File: config.mk
export PLATFORM = sky130hd
export DESIGN_NAME = rpm_bank
export DESIGN_NICKNAME = d
export VERILOG_FILES = /design/src/rpm_pkg.sv /design/src/rpm_bank.sv /design/src/rpm_stat.sv
export SDC_FILE = /design/constraint.sdc
export NUM_CORES = 2
export LEC_CHECK = 0
export ABC_CLOCK_PERIOD_IN_PS = 4900
export BUFFER_PORTS_ARGS = -buffer_cell sky130_fd_sc_hd__buf_2
export CORE_ASPECT_RATIO = 1.2
export CORE_MARGIN = 2
export CORE_UTILIZATION = 25
export CTS_BUF_LIST = sky130_fd_sc_hd__clkbuf_8
export CTS_CLUSTER_SIZE = 20
export DETAILED_ROUTE_END_ITERATION = 10
export GPL_TIMING_DRIVEN = 0
export PLACE_DENSITY_LB_ADDON = 0.25
export RECOVER_POWER = 50
export SYNTH_ARGS = -nofsm -noshare
export SYNTH_HDL_FRONTEND = slang
export SYNTH_HIERARCHICAL = 1
export SYNTH_SLANG_ARGS = --single-unit
File: constraint.sdc
create_clock -name clk_i -period 4.9 [get_ports clk_i]
set_input_delay 0.735 -clock clk_i [delete_from_list [all_inputs] [get_ports clk_i]]
set_output_delay 0.735 -clock clk_i [all_outputs]
set_load 0.02 [all_outputs]
File: src/rpm_pkg.sv
// Purpose: Shared constants for the receive power monitor register bank.
// Assumes: Register offsets are the management word addresses of the module.
// Notes:   All monitor words are 16 bits wide and read-only.
package rpm_pkg;

  // ------------------------------------------------------------------
  // Register offsets
  // ------------------------------------------------------------------
  localparam logic [15:0] AMPLIFIER_FEATURES_REGISTER        = 16'hbb8c;
  localparam logic [15:0] RF_OUTPUT_DETECTOR_CURRENT         = 16'hbbd4;
  localparam logic [15:0] RF_OUTPUT_DETECTOR_AVERAGE         = 16'hbbd8;
  localparam logic [15:0] RF_OUTPUT_DETECTOR_MINIMUM         = 16'hbbdc;
  localparam logic [15:0] RF_OUTPUT_DETECTOR_MAXIMUM         = 16'hbbe0;
  localparam logic [15:0] RF_INPUT_DETECTOR_CURRENT          = 16'hbbe4;
  localparam logic [15:0] RF_INPUT_DETECTOR_AVERAGE          = 16'hbbe8;
  localparam logic [15:0] RF_INPUT_DETECTOR_MINIMUM          = 16'hbbec;
  localparam logic [15:0] RF_INPUT_DETECTOR_MAXIMUM          = 16'hbbf0;
  localparam logic [15:0] PROVISIONED_CHANNEL_POWER_CURRENT  = 16'hbbf4;
  localparam logic [15:0] PROVISIONED_CHANNEL_POWER_AVERAGE  = 16'hbbf5;
  localparam logic [15:0] PROVISIONED_CHANNEL_POWER_MINIMUM  = 16'hbbf6;
  localparam logic [15:0] PROVISIONED_CHANNEL_POWER_MAXIMUM  = 16'hbbf7;
  localparam logic [15:0] POST_ATTENUATOR_POWER_CURRENT      = 16'hbbf8;
  localparam logic [15:0] POST_ATTENUATOR_POWER_AVERAGE      = 16'hbbfa;
  localparam logic [15:0] POST_ATTENUATOR_POWER_MINIMUM      = 16'hbbfc;
  localparam logic [15:0] POST_ATTENUATOR_POWER_MAXIMUM      = 16'hbbfe;
  localparam logic [15:0] TOTAL_RX_POWER_AVERAGE             = 16'hb4f0;
  localparam logic [15:0] TOTAL_RX_POWER_MINIMUM             = 16'hb500;
  localparam logic [15:0] TOTAL_RX_POWER_MAXIMUM             = 16'hb510;

  // ------------------------------------------------------------------
  // Layout and reset values
  // ------------------------------------------------------------------
  localparam int          FRONTEND_CHANNELS   = 4;
  localparam int          ATTENUATOR_TARGETS  = 2;
  localparam int          DET_TYPE_POS        = 0;
  localparam logic [15:0] MONITOR_RESET       = 16'h0000;
  localparam logic [15:0] UNMAPPED_READ       = 16'h0000;

  // Input detector kinds as reported in the features word.
  localparam logic [1:0]  DET_STRENGTH        = 2'h0;
  localparam logic [1:0]  DET_PEAK            = 2'h1;
  localparam logic [1:0]  DET_MEAN            = 2'h2;

  // Statistic slots: input detector, provisioned, total, post, output detector.
  localparam int          SLOT_RFIN           = 0;
  localparam int          SLOT_PROV           = 4;
  localparam int          SLOT_TOTAL          = 5;
  localparam int          SLOT_POST           = 6;
  localparam int          SLOT_RFOUT          = 8;
  localparam int          SLOT_COUNT          = 12;

endpackage

File: src/rpm_bank.sv
// Purpose: Read-only receive power monitor registers behind the management port.
// Assumes: The management slave decodes frames and presents word accesses here.
// Notes:   Reads answer one cycle after the strobe; writes are dropped.
//          Total receive current power has no word in this bank.
//
// Contract
// RULE_01: Each input detector quantity is four words ordered xpol_inphase, xpol_quadrature, ypol_inphase, ypol_quadrature.
// RULE_02: The features word reports the input detector kind and readings follow that kind.
// RULE_03: A strength indicator detector reads as signed power in 0.01 dBm counts.
// RULE_04: A peak or mean detector reads as unsigned current in 0.1 microamp counts.
// RULE_05: Each current reading has average, minimum and maximum over the monitoring interval.
// RULE_06: Provisioned channel power reads as signed 0.01 dBm counts.
// RULE_07: Total receive power has average, minimum and maximum in signed 0.01 dBm counts.
// RULE_08: Post attenuator power has two instances of each statistic in signed 0.01 dBm counts.
// RULE_09: Output detector readings are unsigned 25 microvolt counts, four per channel order.
// RULE_10: All monitor registers are read-only and writes change nothing.
// RULE_11: Each new interval restarts accumulation and publishes the previous interval; the code skips publishing an interval with no valid sample.
`timescale 1ns/1ps
module rpm_bank #(
  parameter logic [1:0] DET_KIND  = rpm_pkg::DET_STRENGTH,
  parameter int         AVG_SHIFT = 4
) (
  input  wire logic        clk_i,
  input  wire logic        rstn_i,
  input  wire logic        pm_start_i,
  input  wire logic [63:0] rfin_sample_i,
  input  wire logic        rfin_valid_i,
  input  wire logic [63:0] rfout_sample_i,
  input  wire logic        rfout_valid_i,
  input  wire logic [15:0] prov_power_i,
  input  wire logic        prov_valid_i,
  input  wire logic [15:0] total_power_i,
  input  wire logic        total_valid_i,
  input  wire logic [31:0] post_power_i,
  input  wire logic        post_valid_i,
  input  wire logic [15:0] reg_addr_i,
  input  wire logic        reg_rd_i,
  input  wire logic        reg_wr_i,
  input  wire logic [15:0] reg_wdata_i,
  output logic      [15:0] reg_rdata_o,
  output logic             reg_rvalid_o
);
  import rpm_pkg::*;

  // ------------------------------------------------------------------
  // Statistic slots
  // ------------------------------------------------------------------
  logic [15:0] smp    [SLOT_COUNT];
  logic        vld    [SLOT_COUNT];
  logic        sgn    [SLOT_COUNT];
  logic [15:0] cur    [SLOT_COUNT];
  logic [15:0] avg    [SLOT_COUNT];
  logic [15:0] mn     [SLOT_COUNT];
  logic [15:0] mx     [SLOT_COUNT];
  logic        rf_signed;
  logic [15:0] features;

  // ------------------------------------------------------------------
  // Detector kind
  // ------------------------------------------------------------------
  // RULE_02: kind drives encoding
  assign rf_signed = (DET_KIND == DET_STRENGTH);
  assign features  = 16'(DET_KIND) << DET_TYPE_POS;

  // One statistic engine per slot; the slot order is fixed by the package.
  genvar g;
  generate
    for (g = 0; g < SLOT_COUNT; g++) begin : g_slot
      if (g < SLOT_PROV) begin : g_rfin
        // RULE_01: channel order by slice
        assign smp[g] = rfin_sample_i[16*g +: 16];
        assign vld[g] = rfin_valid_i;
        // RULE_03: signed strength counts
        // RULE_04: unsigned peak or mean
        assign sgn[g] = rf_signed;
      end else if (g == SLOT_PROV) begin : g_prov
        // RULE_06: provisioned signed power
        assign smp[g] = prov_power_i;
        assign vld[g] = prov_valid_i;
        assign sgn[g] = 1'b1;
      end else if (g == SLOT_TOTAL) begin : g_total
        // RULE_07: total signed power
        assign smp[g] = total_power_i;
        assign vld[g] = total_valid_i;
        assign sgn[g] = 1'b1;
      end else if (g < SLOT_RFOUT) begin : g_post
        // RULE_08: two attenuator instances
        assign smp[g] = post_power_i[16*(g-SLOT_POST) +: 16];
        assign vld[g] = post_valid_i;
        assign sgn[g] = 1'b1;
      end else begin : g_rfout
        // RULE_09: unsigned output detector
        assign smp[g] = rfout_sample_i[16*(g-SLOT_RFOUT) +: 16];
        assign vld[g] = rfout_valid_i;
        assign sgn[g] = 1'b0;
      end
      rpm_stat #(
        .AVG_SHIFT (AVG_SHIFT)
      ) u_stat (
        .clk_i     (clk_i),
        .rstn_i    (rstn_i),
        .sample_i  (smp[g]),
        .valid_i   (vld[g]),
        .signed_i  (sgn[g]),
        .restart_i (pm_start_i),
        .cur_o     (cur[g]),
        .avg_o     (avg[g]),
        .min_o     (mn[g]),
        .max_o     (mx[g])
      );
    end
  endgenerate

  // ------------------------------------------------------------------
  // Read decode
  // ------------------------------------------------------------------
  // True when the address falls in a block of n consecutive words.
  function automatic logic hit(input logic [15:0] a, input logic [15:0] base,
                               input int n);
    hit = (a >= base) && (a < base + 16'(n));
  endfunction

  logic [15:0] rd_nxt;
  logic [15:0] off;
  logic        unused_wr;

  // ------------------------------------------------------------------
  // Write port
  // ------------------------------------------------------------------
  // Writes are consumed here only so that no input is left dangling.
  // RULE_10: writes never reach storage
  assign unused_wr = reg_wr_i & (|reg_wdata_i);

  // Decode is combinational; the answer register below retimes it.
  always_comb begin
    // Unmapped words read as zero.
    rd_nxt = UNMAPPED_READ;
    off    = '0;
    // RULE_02: features word
    if (reg_addr_i == AMPLIFIER_FEATURES_REGISTER) begin
      rd_nxt = features;
    // RULE_01: input detector words
    end else if (hit(reg_addr_i, RF_INPUT_DETECTOR_CURRENT, FRONTEND_CHANNELS)) begin
      off    = reg_addr_i - RF_INPUT_DETECTOR_CURRENT;
      rd_nxt = cur[SLOT_RFIN + int'(off[1:0])];
    // RULE_05: input detector statistics
    end else if (hit(reg_addr_i, RF_INPUT_DETECTOR_AVERAGE, FRONTEND_CHANNELS)) begin
      off    = reg_addr_i - RF_INPUT_DETECTOR_AVERAGE;
      rd_nxt = avg[SLOT_RFIN + int'(off[1:0])];
    end else if (hit(reg_addr_i, RF_INPUT_DETECTOR_MINIMUM, FRONTEND_CHANNELS)) begin
      off    = reg_addr_i - RF_INPUT_DETECTOR_MINIMUM;
      rd_nxt = mn[SLOT_RFIN + int'(off[1:0])];
    end else if (hit(reg_addr_i, RF_INPUT_DETECTOR_MAXIMUM, FRONTEND_CHANNELS)) begin
      off    = reg_addr_i - RF_INPUT_DETECTOR_MAXIMUM;
      rd_nxt = mx[SLOT_RFIN + int'(off[1:0])];
    // RULE_09: output detector words
    end else if (hit(reg_addr_i, RF_OUTPUT_DETECTOR_CURRENT, FRONTEND_CHANNELS)) begin
      off    = reg_addr_i - RF_OUTPUT_DETECTOR_CURRENT;
      rd_nxt = cur[SLOT_RFOUT + int'(off[1:0])];
    end else if (hit(reg_addr_i, RF_OUTPUT_DETECTOR_AVERAGE, FRONTEND_CHANNELS)) begin
      off    = reg_addr_i - RF_OUTPUT_DETECTOR_AVERAGE;
      rd_nxt = avg[SLOT_RFOUT + int'(off[1:0])];
    end else if (hit(reg_addr_i, RF_OUTPUT_DETECTOR_MINIMUM, FRONTEND_CHANNELS)) begin
      off    = reg_addr_i - RF_OUTPUT_DETECTOR_MINIMUM;
      rd_nxt = mn[SLOT_RFOUT + int'(off[1:0])];
    end else if (hit(reg_addr_i, RF_OUTPUT_DETECTOR_MAXIMUM, FRONTEND_CHANNELS)) begin
      off    = reg_addr_i - RF_OUTPUT_DETECTOR_MAXIMUM;
      rd_nxt = mx[SLOT_RFOUT + int'(off[1:0])];
    // RULE_06: provisioned channel words
    end else if (reg_addr_i == PROVISIONED_CHANNEL_POWER_CURRENT) begin
      rd_nxt = cur[SLOT_PROV];
    end else if (reg_addr_i == PROVISIONED_CHANNEL_POWER_AVERAGE) begin
      rd_nxt = avg[SLOT_PROV];
    end else if (reg_addr_i == PROVISIONED_CHANNEL_POWER_MINIMUM) begin
      rd_nxt = mn[SLOT_PROV];
    end else if (reg_addr_i == PROVISIONED_CHANNEL_POWER_MAXIMUM) begin
      rd_nxt = mx[SLOT_PROV];
    // RULE_07: total power statistics
    end else if (reg_addr_i == TOTAL_RX_POWER_AVERAGE) begin
      rd_nxt = avg[SLOT_TOTAL];
    end else if (reg_addr_i == TOTAL_RX_POWER_MINIMUM) begin
      rd_nxt = mn[SLOT_TOTAL];
    end else if (reg_addr_i == TOTAL_RX_POWER_MAXIMUM) begin
      rd_nxt = mx[SLOT_TOTAL];
    // The instance is picked by address bit 0, as every base is even.
    // RULE_08: post attenuator words
    end else if (hit(reg_addr_i, POST_ATTENUATOR_POWER_CURRENT, ATTENUATOR_TARGETS)) begin
      rd_nxt = cur[SLOT_POST + int'(reg_addr_i[0])];
    end else if (hit(reg_addr_i, POST_ATTENUATOR_POWER_AVERAGE, ATTENUATOR_TARGETS)) begin
      rd_nxt = avg[SLOT_POST + int'(reg_addr_i[0])];
    end else if (hit(reg_addr_i, POST_ATTENUATOR_POWER_MINIMUM, ATTENUATOR_TARGETS)) begin
      rd_nxt = mn[SLOT_POST + int'(reg_addr_i[0])];
    end else if (hit(reg_addr_i, POST_ATTENUATOR_POWER_MAXIMUM, ATTENUATOR_TARGETS)) begin
      rd_nxt = mx[SLOT_POST + int'(reg_addr_i[0])];
    end
  end

  // ------------------------------------------------------------------
  // Read answer
  // ------------------------------------------------------------------
  // Read data is held until the next read so a slow serial shifter can use it.
  always_ff @(posedge clk_i or negedge rstn_i) begin
    if (!rstn_i) begin
      reg_rdata_o <= MONITOR_RESET;
    end else if (reg_rd_i) begin
      reg_rdata_o <= rd_nxt;
    end
  end

  // ------------------------------------------------------------------
  // Answer strobe
  // ------------------------------------------------------------------
  // A flop, not the strobe itself, so the answer always lands one cycle later.
  always_ff @(posedge clk_i or negedge rstn_i) begin
    if (!rstn_i) begin
      reg_rvalid_o <= 1'b0;
    end else begin
      reg_rvalid_o <= reg_rd_i;
    end
  end

endmodule

File: src/rpm_stat.sv
// Purpose: Current, average, minimum and maximum of one monitored quantity.
// Assumes: restart_i pulses once at the start of each monitoring interval.
// Notes:   The average is an exponential filter reseeded at each interval.
`timescale 1ns/1ps
module rpm_stat #(
  parameter int AVG_SHIFT = 4
) (
  input  wire logic        clk_i,
  input  wire logic        rstn_i,
  input  wire logic [15:0] sample_i,
  input  wire logic        valid_i,
  input  wire logic        signed_i,
  input  wire logic        restart_i,
  output logic      [15:0] cur_o,
  output logic      [15:0] avg_o,
  output logic      [15:0] min_o,
  output logic      [15:0] max_o
);
  import rpm_pkg::*;

  logic signed [16:0] x_ext;
  logic signed [16:0] avg_r;
  logic signed [16:0] min_r;
  logic signed [16:0] max_r;
  logic signed [17:0] diff;
  logic signed [16:0] avg_nxt;
  logic               empty_r;

  // Extending by the detector sign lets one comparator serve both encodings.
  assign x_ext   = signed_i ? {sample_i[15], sample_i} : {1'b0, sample_i};
  assign diff    = {x_ext[16], x_ext} - {avg_r[16], avg_r};
  assign avg_nxt = avg_r + 17'(diff >>> AVG_SHIFT);

  always_ff @(posedge clk_i or negedge rstn_i) begin
    if (!rstn_i) begin
      cur_o <= MONITOR_RESET;
    end else if (valid_i) begin
      cur_o <= sample_i;
    end
  end

  // RULE_11: restart then publish
  always_ff @(posedge clk_i or negedge rstn_i) begin
    if (!rstn_i) begin
      avg_o <= MONITOR_RESET;
      min_o <= MONITOR_RESET;
      max_o <= MONITOR_RESET;
    end else if (restart_i && !empty_r) begin
      avg_o <= avg_r[15:0];
      min_o <= min_r[15:0];
      max_o <= max_r[15:0];
    end
  end

  // RULE_05: running interval statistics
  always_ff @(posedge clk_i or negedge rstn_i) begin
    if (!rstn_i) begin
      avg_r   <= '0;
      min_r   <= '0;
      max_r   <= '0;
      empty_r <= 1'b1;
    end else if (valid_i && (restart_i || empty_r)) begin
      avg_r   <= x_ext;
      min_r   <= x_ext;
      max_r   <= x_ext;
      empty_r <= 1'b0;
    end else if (valid_i) begin
      avg_r <= avg_nxt;
      if (x_ext < min_r) begin
        min_r <= x_ext;
      end
      if (x_ext > max_r) begin
        max_r <= x_ext;
      end
    end else if (restart_i) begin
      empty_r <= 1'b1;
    end
  end

endmodule

==> results.cfg <==
[status]
outcome = finished with violations
violations = max-capacitance violations, max-slew violations

[critical_path]
end_kind = flop
startpoint = g_slot[6].u_stat/avg_r[1]$_DFFE_PN0P_
critPathSlowestCell = a221o_1
cp.arrival_ps = 5570
rr_startpoint = g_slot[6].u_stat/avg_r[1]$_DFFE_PN0P_
path_cells = inv_2 -> ha_4 -> a2111oi_4 -> nor3b_2 -> a221o_1 -> and2_4 -> o21a_1 -> o21a_1 -> nor2_2 -> xnor2_1 -> ha_2 -> a21oi_4 -> nor2b_4 -> a221oi_4 -> o211ai_1 -> o21ai_2 -> o41ai_4 -> nor3b_2 -> or2_1 -> o311ai_2
cp_max_fo = 3
cp.required_ps = 5740
crit_family = compound AO/OA/AOI/OAI gates
crit_type = reg2reg
slowest_delay_ps = 410
crit_path_start_kind = flop
critPathBufInv = 1

[clocking]
cts_tree = done
cts_buffers = 280
clk_latency_ps = 1000
htree_levels = 5
cts.sinks = 1393
clockBufferDepth = 4
clock-root-buffer = clkbuf_8
clkTransAtPathRegs_ps = 60

[floorplan]
die_y_um = 652
num_rows = 238
io_pins = 251
core_um2 = 350000
fp.dieArea_um2 = 355000
start_util_pct = 25.1
die_x_um = 544

[detailed_routing]
drc = 0
antenna_left = 0
wl_um = 367000
avgRoutedWirePerCell_um = 25.1
first_pass_iters = 8
viasPerCell = 5.10
vias = 74500
drt_iter0_drc = 6633

[sta]
slew_headroom_pct = -60.8
finalCritPeriodShare_pct = 96.7
tightest_slew_ps = 2410
fin_crit_ps = 4740
rsz0062_at_grt = true
drv_slew = 290
final-setup-viol-count = 0
fmax_ghz = 0.211
finalWorstSetupSlack_ps = 164
hold_viol = 0
fin_skew_ps = 71.0

[logic_synthesis]
synth_cells = 9139
syn_avg_cell_area_um2 = 9.59
ys_warn_count = 6
synth_area_um2 = 87600

[final_layout]
utilization_pct = 28.9
final_layout_size_suffix_gt1_share_pct = 15.4
layout.nets = 10700
fin_area_um2 = 101000
area_delta_synth_final_pct = 15.2

[power]
p_seq_share_pct = 29.2
p_sw_share_pct = 44.2
p_int_mw = 34.6
leakage_nw = 46.1
p_per_area_nw_per_um2 = 615
clkPwrFrac_pct = 19.7
combPwrFrac_pct = 51.1
switchingPower_mw = 27.4
irDropWorstVdd_mv = 0.508

[placed_design]
dp.final_hpwl_um = 292000
place_area_um2 = 94900
pre_cts_slack_ps = -693
io_buffers = 230
gp_congestion = 0.983

[global_routing]
antenna_found_initial = 93
grt_max_degree = 162
grt-ovfl-total = 0
track_usage_pct = 20.2
grt_pass1_vias = 74800
grt_pass1_wl_um = 525000

[min_path]
min_from = total_power_i[0]
hold_path.class = in2reg

[run]
max-cap-violations = 6
-- power by group through the flow --
stage                     sequential [mW]  clock [mW]  combinational (mW)
final                                18.1        12.2                31.7
after global routing                 18.2        13.1                35.4
after CTS                            18.1        12.6                31.0
after detailed placement             18.2           0                30.7
after global placement               18.2           0                30.0
after floorplan                      16.1           0                23.4
-- tightest hold or removal path: cells and delay by family --
kind,cells,cell delay [ps]
AOI/OAI and AO/OA,1,70
buffers and inverters,1,150
and+or+nand+nor,1,70
-- layer usage --
layer | routed length, um | track usage (%) | up-vias
met5 | 222 | 0 | -
met4 | 24600 | 11.8 | 34
met3 | 25400 | 4.37 | 771
met2 | 171000 | 33.2 | 2670
met1 | 146000 | 24.1 | 37200
li1 | - | - | 33800
-- cell usage in the layout (no fill, tap or decap), drive strengths merged, types with 32 or more instances in the layout --
cell    count
nand4     149
buf       328
nor3      118
o22ai      32
nor4       35
a21o      187
nand2b     75
a21oi     322
diode      36
a31oi     100
o211ai     85
o21ai    1116
clkbuf    648
a22oi     100
ha        792
nor2b     117
xnor2     138
nand3     193
a211oi     94
o21a       90
mux2      544
nand2    1056
dfrtp    1381
and2       42
inv       851
xor2       97
nor2      524
mux4      134
clkinv     49
-- final timing paths --
check                      depth (start not counted)                                     end  slack [ps]
hold / removal                                     3   g_slot[5].u_stat/avg_r[0]$_DFFE_PN0P_         120
setup reg to reg                                  20  g_slot[6].u_stat/avg_r[16]$_DFFE_PN0P_         160
max in group asynchronous                          6  g_slot[3].u_stat/avg_r[14]$_DFFE_PN0P_        1210
hold reg to reg                                    2  g_slot[7].u_stat/min_o[15]$_DFFE_PN0P_         480
setup / recovery                                  20  g_slot[6].u_stat/avg_r[16]$_DFFE_PN0P_         160
min in group asynchronous                          2  g_slot[6].u_stat/avg_r[13]$_DFFE_PN0P_         290
-- area by class of cell --
type,count,area (um2)
diodes,36,90.1
well taps,4680,5860
flip-flops and latches,1393,34900
clock inverters,164,987
repair buffers,258,1520
clock buffers,332,4570
multi-input cells,6611,48500
inverters,758,2850
plain buffers,387,1670
fillers,37200,249000
-- timing repair --
item,in CTS,in global routing
buffers inserted,0,17
pin swaps,0,26
endpoints found under the hold margin,88,0
endpoints found under the setup margin,4,6
hold buffers,1,0
resized for setup,12,45
-- sequential cells by signal, summed over array words and instances, names as in the netlist --
signal	count
g_slot.u_stat/empty_r	12
g_slot.u_stat/avg_o	192
g_slot.u_stat/max_o	192
g_slot.u_stat/avg_r	204
g_slot.u_stat/min_o	192
reg_rdata_o	16
g_slot.u_stat/min_r	204
g_slot.u_stat/max_r	204
reg_rvalid_o	1
g_slot.u_stat/cur_o	176
-- metrics by stage --
stage               cells  setup TNS, ps  hold WS, ps  power, mW
finish              14600              0          124       62.1
global route        14600          -67.9          106       66.8
CTS                 14600              0         53.3       61.7
detailed placement  14100          -4570          466       48.9
global placement    14100              -          462       48.2
floorplan            9149              0          439       39.4
Note: power is estimated with default switching activity, not from simulation.
